**src/lase_gate_pkg.sv**
```systemverilog
package lase_gate_pkg;
    // =====================================================================
    // timing
    localparam int unsigned CLK_HZ        = 40_000_000;
    localparam int unsigned ENABLE_DLY_S  = 5;
    localparam int unsigned ENABLE_DLY_CYC = CLK_HZ * ENABLE_DLY_S;
    localparam int unsigned SYNC_STAGES   = 2;
    localparam int unsigned SETTLE_CYC    = SYNC_STAGES + 1;

    // =====================================================================
    // synchronised control inputs
    typedef struct packed {
        logic interlock;
        logic gate_req;
        logic restart;
        logic keyswitch;
        logic shutter_sw;
        logic pwm;
    } ctrl_in_s;

    localparam int unsigned CTRL_W = $bits(ctrl_in_s);

    typedef enum logic [1:0] {
        ST_OFF,
        ST_ARMED,
        ST_DELAY,
        ST_ON
    } gate_state_e;
endpackage : lase_gate_pkg

```
**src/input_sync.sv**
```systemverilog
`timescale 1ns/10ps
module input_sync #(
    parameter int unsigned WIDTH  = 1,
    parameter int unsigned STAGES = 2
) (
    // clock and reset
    input  wire logic             core_clk_i,
    input  wire logic             srst_i,
    // data
    input  wire logic [WIDTH-1:0] async_i,
    output logic      [WIDTH-1:0] sync_o
);
    // =====================================================================
    // synchroniser chain; only the last stage is read outside
    logic [WIDTH-1:0] stage_q [STAGES];

    always_ff @(posedge core_clk_i) begin
        if (srst_i) begin
            for (int i = 0; i < STAGES; i++) begin
                stage_q[i] <= '0;
            end
        end else begin
            stage_q[0] <= async_i;
            for (int i = 1; i < STAGES; i++) begin
                stage_q[i] <= stage_q[i-1];
            end
        end
    end

    assign sync_o = stage_q[STAGES-1];
endmodule : input_sync

```
**src/laser_enable_interlock_gate.sv**
```systemverilog
// What this block does
// interlock low removes drive, high permits
// unused interlock is tied high outside
// key units latch interlock drop until toggle
// restart toggle starts five second inhibit
// keyless units re-enable at once on interlock
// output power follows command duty cycle
// command pwm 5 kHz nominal, 160 kHz max
// gate request low removes drive
// unused gate request is tied high outside
// key units wait five seconds after gate
// key units need gate and shutter open
// restart held disables; release lights ready
// restart not before 200 ms after power
// every control input synchronised first
`timescale 1ns/10ps
module laser_enable_interlock_gate
    import lase_gate_pkg::*;
#(
    parameter int unsigned DLY_CYC = ENABLE_DLY_CYC
) (
    // clock and reset
    input  wire logic core_clk_i,
    input  wire logic srst_i,
    // unit option, static strap
    input  wire logic has_keyswitch_i,
    // isolated control inputs, active high
    input  wire logic interlock_i,
    input  wire logic gate_req_i,
    input  wire logic restart_i,
    input  wire logic keyswitch_i,
    input  wire logic shutter_sw_i,
    input  wire logic pwm_i,
    // drive and indications
    output logic      drive_pwr_o,
    output logic      rf_drive_o,
    output logic      ready_lamp_o,
    output logic      shutter_lamp_o,
    output logic      lasing_o
);
    // =====================================================================
    // input synchronisation
    ctrl_in_s raw;
    ctrl_in_s syn;
    ctrl_in_s prev_q;
    logic     key_unit_q;

    assign raw = '{interlock:  interlock_i,
                   gate_req:   gate_req_i,
                   restart:    restart_i,
                   keyswitch:  keyswitch_i,
                   shutter_sw: shutter_sw_i,
                   pwm:        pwm_i};

    input_sync #(
        .WIDTH  (CTRL_W),
        .STAGES (SYNC_STAGES)
    ) u_sync (
        .core_clk_i (core_clk_i),
        .srst_i     (srst_i),
        .async_i    (raw),
        .sync_o     (syn)
    );

    always_ff @(posedge core_clk_i) begin
        if (srst_i) begin
            prev_q <= '0;
        end else begin
            prev_q <= syn;
        end
    end

    // strap caught by a clocked process, not by the reset itself
    always_ff @(posedge core_clk_i) begin
        key_unit_q <= has_keyswitch_i;
    end

    // =====================================================================
    // event mask while the synchroniser refills
    logic [3:0] settle_q;
    logic       settled;

    // the chain restarts from zero, so a key already on at release would
    // look like a toggle and skip the power-up restart pulse
    assign settled = (settle_q == 4'(SETTLE_CYC));

    always_ff @(posedge core_clk_i) begin
        if (srst_i) begin
            settle_q <= 4'h0;
        end else if (!settled) begin
            settle_q <= settle_q + 4'h1;
        end
    end

    // =====================================================================
    // restart, keyswitch, gate and interlock events
    logic restart_fall;
    logic key_toggle;
    logic gate_rise;
    logic ilk_fall;

    assign restart_fall = settled & prev_q.restart & ~syn.restart;
    assign key_toggle   = settled & (prev_q.keyswitch ^ syn.keyswitch);
    assign gate_rise    = settled & ~prev_q.gate_req & syn.gate_req;
    assign ilk_fall     = settled & prev_q.interlock & ~syn.interlock;

    // =====================================================================
    // restart latch for keyswitch units
    gate_state_e state_q;
    logic [31:0] dly_q;
    logic        dly_done;

    assign dly_done = (dly_q >= DLY_CYC - 1);

    always_ff @(posedge core_clk_i) begin
        if (srst_i) begin
            state_q <= ST_OFF;
        end else if (!key_unit_q) begin
            state_q <= ST_ON;
        end else if (syn.restart || ilk_fall || !syn.keyswitch) begin
            state_q <= ST_OFF;
        end else begin
            case (state_q)
                ST_OFF: begin
                    if ((restart_fall || key_toggle) && syn.interlock) begin
                        state_q <= ST_DELAY;
                    end
                end
                ST_DELAY: begin
                    if (dly_done) begin
                        state_q <= ST_ON;
                    end
                end
                ST_ON: begin
                    state_q <= ST_ON;
                end
                default: begin
                    state_q <= ST_OFF;
                end
            endcase
        end
    end

    always_ff @(posedge core_clk_i) begin
        if (srst_i || state_q != ST_DELAY) begin
            dly_q <= '0;
        end else if (!dly_done) begin
            dly_q <= dly_q + 32'h1;
        end
    end

    // =====================================================================
    // gate request delay for keyswitch units
    // runs apart from the restart timer, so either one can hold off lasing
    logic [31:0] gdly_q;
    logic        gate_ok;

    assign gate_ok = syn.gate_req && (!key_unit_q || gdly_q >= DLY_CYC - 1);

    always_ff @(posedge core_clk_i) begin
        if (srst_i || !syn.gate_req || gate_rise) begin
            gdly_q <= '0;
        end else if (gdly_q < DLY_CYC - 1) begin
            gdly_q <= gdly_q + 32'h1;
        end
    end

    // =====================================================================
    // enable decision and outputs
    logic ready;
    logic shut_ok;
    logic permit;

    // keyless units: interlock not latched, reassert re-enables at once
    assign ready   = syn.interlock && !syn.restart &&
                     (!key_unit_q || state_q == ST_ON);
    assign shut_ok = gate_ok && (!key_unit_q || syn.shutter_sw);
    assign permit  = ready && shut_ok;


    // =====================================================================
    // registered outputs
    always_ff @(posedge core_clk_i) begin
        if (srst_i) begin
            drive_pwr_o <= 1'b0;
        end else begin
            drive_pwr_o <= permit;
        end
    end

    // duty of the rf gate mirrors the command, so power scales with duty;
    // one cycle per 25 ns gives ample resolution at 160 kHz
    always_ff @(posedge core_clk_i) begin
        if (srst_i) begin
            rf_drive_o <= 1'b0;
        end else begin
            rf_drive_o <= permit && syn.pwm;
        end
    end

    always_ff @(posedge core_clk_i) begin
        if (srst_i) begin
            ready_lamp_o <= 1'b0;
        end else begin
            ready_lamp_o <= ready;
        end
    end

    always_ff @(posedge core_clk_i) begin
        if (srst_i) begin
            shutter_lamp_o <= 1'b0;
        end else begin
            shutter_lamp_o <= shut_ok;
        end
    end

    // lasing indication tracks the gated command, not the lamps
    always_ff @(posedge core_clk_i) begin
        if (srst_i) begin
            lasing_o <= 1'b0;
        end else begin
            lasing_o <= permit && syn.pwm;
        end
    end
endmodule : laser_enable_interlock_gate

```
**config.mk**
```make
export PLATFORM = sky130hd
export DESIGN_NAME = laser_enable_interlock_gate
export DESIGN_NICKNAME = d
export VERILOG_FILES = /design/src/lase_gate_pkg.sv /design/src/input_sync.sv /design/src/laser_enable_interlock_gate.sv
export SDC_FILE = /design/constraint.sdc
export NUM_CORES = 1
export LEC_CHECK = 0
export ABC_CLOCK_PERIOD_IN_PS = 2050
export BUFFER_PORTS_ARGS = -buffer_cell sky130_fd_sc_hd__buf_2
export CAP_MARGIN = 20
export CORE_MARGIN = 5
export CORE_UTILIZATION = 35
export DETAILED_ROUTE_END_ITERATION = 8
export MAX_ROUTING_LAYER = met4
export PLACE_DENSITY = 0.56
export RECOVER_POWER = 100
export SYNTH_ARGS = -nofsm -noshare
export SYNTH_HDL_FRONTEND = slang
export SYNTH_SLANG_ARGS = --single-unit
export TNS_END_PERCENT = 100
```
**constraint.sdc**
```tcl
create_clock -name core_clk_i -period 2.05 [get_ports core_clk_i]
set_input_delay 0.1025 -clock core_clk_i [delete_from_list [all_inputs] [get_ports core_clk_i]]
set_output_delay 0.1025 -clock core_clk_i [all_outputs]
set_load 0.02 [all_outputs]
```
# Yosys cells after proc, flatten, opt, wreduce, memory -nomap -nowiden
# Memories as Yosys holds them, arrays and structs flattened.
# Cells that the tools add are included.
dict set report totals {
  reg_bits 79
  mem_bits_rw 12
  inputBits 9
  out_inout_bits 5
  word_cells 71
  mem_count 1
}
# memory depth width rd rd_clocked_by_memory_dff write_ports line
set memory_table {}
lappend memory_table {u_sync.stage_q 2 6 2 0 2 input_sync.sv:15} ;# logic [WIDTH-1:0] stage_q [STAGES];
dict set report classes {
  n_addsub 3
  magnitude_cmp 3
  n_eq_ne 6
  muxes 10
  n_bitwise 13
  n_reduce_logical 22
}
# cell count
set ops {}
lappend ops {{32-bit by 1-bit adder with 32-bit output, second input constant} 2}
lappend ops {{32-bit by 28-bit >= comparator with 1-bit output, second input constant} 2}
lappend ops {{32-bit by 28-bit less-than comparator with 1-bit output, second input constant} 1}
lappend ops {{6-bit two-way mux} 2}
lappend ops {{1-bit logical OR} 9}
lappend ops {{2-bit two-way mux} 4}
lappend ops {{4-bit inequality test, second input constant} 2}
lappend ops {{1-bit AND} 7}
lappend ops {{1-bit logical AND} 7}
lappend ops {{2-bit one-hot mux with 3 select lines} 1}
lappend ops {{4-bit by 1-bit adder with 4-bit output, second input constant} 1}
lappend ops {{2-bit equality test, second input constant} 2}
lappend ops {{4-bit by 2-bit equality test with 1-bit output, second input constant} 1}
lappend ops {{1-bit zero test} 4}
lappend ops {{1-bit two-way mux} 3}
lappend ops {{1-bit NOT} 3}
lappend ops {{2-bit zero test} 1}
lappend ops {{2-bit inequality test, second input constant} 1}
lappend ops {{1-bit bitwise OR} 2}
lappend ops {{2-bit AND reduction} 1}
lappend ops {{1-bit XOR} 1}

# Logic depth before layout (Yosys ltp)
dict set report depth {
  depth_word 9
  depth_mapped 8
  ltp_nobuf 6
}

# Cells and area by module
# Synthesis repeated with hierarchy kept, for this count alone.
dict set report hier_totals {
  hier_cells 479
  area_unflattened_um2 4249.1
}
# mod instances cells_each area_per_inst_um2 seq_area_each_um2
set modules_own_cells {}
lappend modules_own_cells {laser_enable_interlock_gate 1 448 3837.4 1581.5}
lappend modules_own_cells {input_sync 1 31 411.6 240.2}

# Worst setup path after synthesis
# Ideal clock, no wire load.
dict set report synth_timing {
  path_kind {flip-flop to flip-flop}
  startpoint {register gdly_q[31]}
  endpoint {register gdly_q[10]}
  setup_time_ns 0.069
  arrival_time_ns 2.035
  t_required_ns 1.981
  setup_slack_ns -0.054
  path_stages_with_launch 8
  path_buffers 2
  synth_period_minus_slack_ns 2.104
  path_cell_list {dfxtp_1 -> or4_4 -> or4_4 -> a211oi_4 -> buf_6 -> buf_12 -> o31ai_2 -> a21oi_2}
}
dict set report synth_between {
  elab_chain_len 1
}
# element line
set synth_rtl {}
lappend synth_rtl {{start, declared} laser_enable_interlock_gate.sv:155} ;# logic [31:0] gdly_q;
lappend synth_rtl {{start signal, assigned} laser_enable_interlock_gate.sv:164} ;# gdly_q <= gdly_q + 32'h1;
lappend synth_rtl {{32-bit by 28-bit less-than comparator with 1-bit output} laser_enable_interlock_gate.sv:163} ;# end else if (gdly_q < DLY_CYC - 1) begin
# Every way passes these cells.
# A chain may end at the register's enable or synchronous reset.

# Final worst setup path
dict set report layout_timing {
  startpoint {register gdly_q[9]}
  endpoint {register gdly_q[11]}
}
dict set report layout_between {
  elab_chain_len 1
  elab_cells_between_ends 2
  classes_between {add/sub: 1; order compare: 1}
}
# element line
set layout_rtl {}
lappend layout_rtl {{32-bit by 1-bit adder with 32-bit output / 32-bit by 28-bit less-than comparator with 1-bit output (equally long branches)} {laser_enable_interlock_gate.sv:164, laser_enable_interlock_gate.sv:163}}
# Parallel ways exist; a longest one is shown, timed or not.

==> results.md <==
* Area Overhead vs Synth at 29.92%
* NumNets Final at 568
* Clk sinks at about 90
* Seq/Total Area, Yosys at 42.62%
* Worst-case clock buffer depth at 2
* Vias in the first global route at approximately 3.6k
* # DRC at 0
* Worst Path Max Fanout at 8
* Pwr/cell area at roughly 660 nW/um^2
* Simple-gate portion of the synthesized area at between 20% and 30%
* Final Setup Violations at 21
* Initial Util at between 30% and 40%
* Post-layout util at 46.23%
* CTS tree: built
* WS Path Type: reg -> reg
* Largest net degree at the start of global routing at 31
* HPWL after detailed placement at between 6000 and 7000 um
* Worst reg2reg path endpoint: gdly_q[11]
* Chip width at about 120 um
* Synthesized cell area at about 4300 sq um
* GPL Wtd Cong at between 0.8 and 0.9
* Max Clk Rate at between 400 and 500 MHz
* Num CTS Buffers at 9
* Syn nets at between 400 and 500
* Via count at 3850
* Final min period at approximately 2.2 ns
* Clock-pin slew on the worst setup and hold paths at ~0.07 ns
* Post-synth EDFFs at 0
* Fill cells at about 1.2k
* R2R cell count at 7
* Min-delay worst type: in -> reg
* Fin crit share at 108.1%
* Drt wl/cell at approximately 14 um
* RR Startpoint: gdly_q[9]
* Row cnt at 40
* Syn avg cell area at about 9.1 sq um
* Antenna Nets Post-Route at 0
* Crit-path leading delay family: simple AND/OR/NAND/NOR gates
* Top cells by area, synth: dfxtp_1 (43%), nand3_1 (3.5%), nand2_1 (3.4%)
* Slew Limit Fails at 0
* Crit path largest cell delay at 0.62 ns
* VDD IR max at just under 400 uV
* DRT iter0 DRCs at 114
* Die Y at around 120 um
* Buffers & Inverters on Critical Path at 2
* Port-buffer cells at 13
* Post-synthesis cell type count at 66
* GR Overflow Total at 0
* First-pass GRT wire length at 16320 um
* Flops & latches, synth at 91
* Final worst slack at -0.1666 ns
* DRT Pass-1 Iters at 4
* Pleak at about 1.9 nW
* Worst path slowest cell: or4_2
* Hold Path End: prev_q[5]
* Synth top area share at a little over two fifths
* Cells along the critical path: or4_4 -> nor2_4 -> a211oi_4 -> buf_6 -> clkbuf_16 -> or4_2 -> a21oi_2
* Core area at approximately 12000 sq um
* R2R Setup Slk at -0.17 ns
* Worst endpoint required time at 2.33 ns
* XOR/XNOR share of the synthesized area at under 10%
* Dominant cell type by area after synthesis: dfxtp_1
* Clk_lat worst skew at 0.34 ns
* Avg Vias per Cell at approximately 5.4
* Htree depth at 3
* Largest family of logic cells by synthesized area: simple AND/OR/NAND/NOR gates
* Min-delay src: srst_i
* Crit end category: register
* Post-synth ARST share at 0%
* Status: finished with violations
* Mux cell area share after synthesis at 1.200%
* WP data arrival at around 2.5 ns
* Share of post-route cells with drive strength above 1 at 29.46%
* Final wirelength at about 10000 um
* Hold path depth at 2
* Post-synthesis compound-gate area fraction at around a fifth
* Root buf cell: clkbuf_16
* RSZ-0062 raised after global routing: true
* Diodes inserted at 0
* Initial antenna violation count at 0
* Hold_ws at about 0.16 ns
* CP Launch Type: register
* Setup Skew at around 0.0063 ns
* Ports at 14
* Synthesis Warnings at 0
* Die Footprint at 14520 sq um
* Main flop type after synthesis: dfxtp_1
* Max Cap Viol at 0
* Failing checks: setup timing
* Mapped Cells at 472
* Worst-margin pin slew at approximately 0.9 ns
* Final hold vios at 0
* Adder-cell share of the synthesized area at less than 1%
* GRT Util Overall at around 14%
* Slew HR at roughly two fifths
==> flip-flops by register name, summed over array words and instances, names as in the netlist <==
register	flops
dly_q	32
gdly_q	32
u_sync.stage_q	12
prev_q	4
settle_q	4
state_q	2
drive_pwr_o	1
key_unit_q	1
lasing_o	1
ready_lamp_o	1
shutter_lamp_o	1
==> worst register-to-register path, cell delays in order, from the launching register on <==
cell and delay [ns]:
dfxtp_1 0.32, or4_4 0.54, nor2_4 0.15, a211oi_4 0.09, buf_6 0.14, clkbuf_16 0.16, or4_2 0.62, a21oi_2 0.14
==> repair_timing <==
| item | 4_1_cts | 5_1_grt |
|---|---|---|
| pin swaps | 4 | 10 |
| setup endpoints to repair | 35 | 44 |
| setup buffers | 1 | 3 |
| resized for setup | 7 | 31 |
| hold endpoints to repair | 7 | 0 |
| gates cloned | 0 | 3 |
| hold buffers | 7 | 0 |
==> metrics by stage <==
stage | setup WS, ns | power (mW) | area (sq um) | std cells | TNS, ns
6_report | -0.1666 | 3.690 | 5553 | 707 | -2.437
5_1_grt | -0.2259 | 3.835 | 5553 | 707 | -4.572
4_1_cts | -0.1422 | 3.752 | 5393 | 701 | -1.696
3_5_place_dp | -0.1340 | 1.969 | 4975 | 678 | -1.773
3_3_place_gp | -0.08829 | 1.964 | 4975 | 678 | -1.088
2_1_floorplan | -0.05368 | 1.921 | 4293 | 472 | -0.5357
==> cells in the final DEF, fill, tap and decap left out, types with 4 or more instances in the layout <==
cell and count:
o21ai_2 4, clkbuf_1 9, and4_1 5, or4_1 13, o31a_1 5, dlygate4sd3_1 7
or3_1 12, clkbuf_16 10, buf_2 9, dfxtp_1 88, o211ai_1 6, xor2_1 4
o21a_1 7, o21ai_0 11, a21oi_2 13, nand2_1 39, mux2i_1 4, nand3_1 29
nand2b_1 4, inv_1 10, or4_4 9, nor3_1 6, nand4_1 20, and2_1 7
a21oi_1 23, or4_2 7, nor2b_1 15, buf_4 63, o31ai_1 11, and3_1 4
nor4_2 5, o31ai_2 8, nor2_1 19, nor4_1 5
==> synthesized netlist by cell type, drive strengths merged (2+ instances only) <==
library cell  count
and3              6
clkbuf           15
o31ai            19
nor2b            15
nor2             20
and2             11
a31oi             3
a211o             2
o311a             2
dfxtp            91
o21ai            18
xnor2             2
nand4b            2
nand3            30
o211ai            6
or3              12
o311ai            3
nand4            20
nor4             10
nor3              8
a2111oi           2
a41o              2
and4              5
inv              10
a21oi            36
buf               8
nand2            39
o31a              6
xor2              4
ha                3
or4              29
mux2i             4
o21a              7
a211oi            5
nand2b            4
a31o              2
==> how the worst max path moves through the flow <==
stage                          start  cells after the start    endpoint  slack, ns
after floorplan           gdly_q[31]                      7  gdly_q[10]      -0.05
after global placement    gdly_q[31]                      6   gdly_q[8]      -0.09
after detailed placement  gdly_q[31]                      6    lasing_o      -0.13
after CTS                 gdly_q[31]                      6    lasing_o      -0.14
after global routing      gdly_q[31]                      7   gdly_q[5]      -0.23
final                      gdly_q[9]                      7  gdly_q[11]      -0.17
==> cell type report <==
| cell class | instances | area (sq um) | share of cell area, % |
|---|---|---|---|
| clock buffers | 9 | 225.2 | 4.056 |
| clock inverters | 6 | 90.09 | 1.622 |
| inverters | 10 | 37.54 | 0.6760 |
| multi-input cells | 348 | 2446 | 44.05 |
| flip-flops and latches | 91 | 1826 | 32.88 |
| well taps | 147 | 183.9 | 3.312 |
| repair buffers | 96 | 744.5 | 13.41 |
==> per-layer routing <==
metal  GRT usage (%)  vias to the layer above  wire length, um
met5               -                        -                0
met4           5.949                        0              208
met3           2.198                       15              260
met2           22.56                       57             4784
met1           17.15                     1813             4753
li1                -                     1965                -
==> power by group <==
group,switching (mW),internal (mW),total [mW]
sequential,0.0169,1.80,1.81
clock,0.690,1.07,1.76
combinational,0.0646,0.0567,0.121
total,0.772,2.92,3.69
==> kinds of logic (layout without fill, tap and decap cells) <==
| family | after synthesis | count (layout) |
|---|---|---|
| xor gates and xnor gates | 6 | 6 |
| muxes | 5 | 5 |
| and+or+nand+nor | 215 | 215 |
| buffers and inverters | 34 | 121 |
| DFF | 91 | 91 |
| adders and majority gates | 3 | 3 |
| AOI/OAI and AO/OA | 118 | 119 |
(Power assumes the default switching activity.)
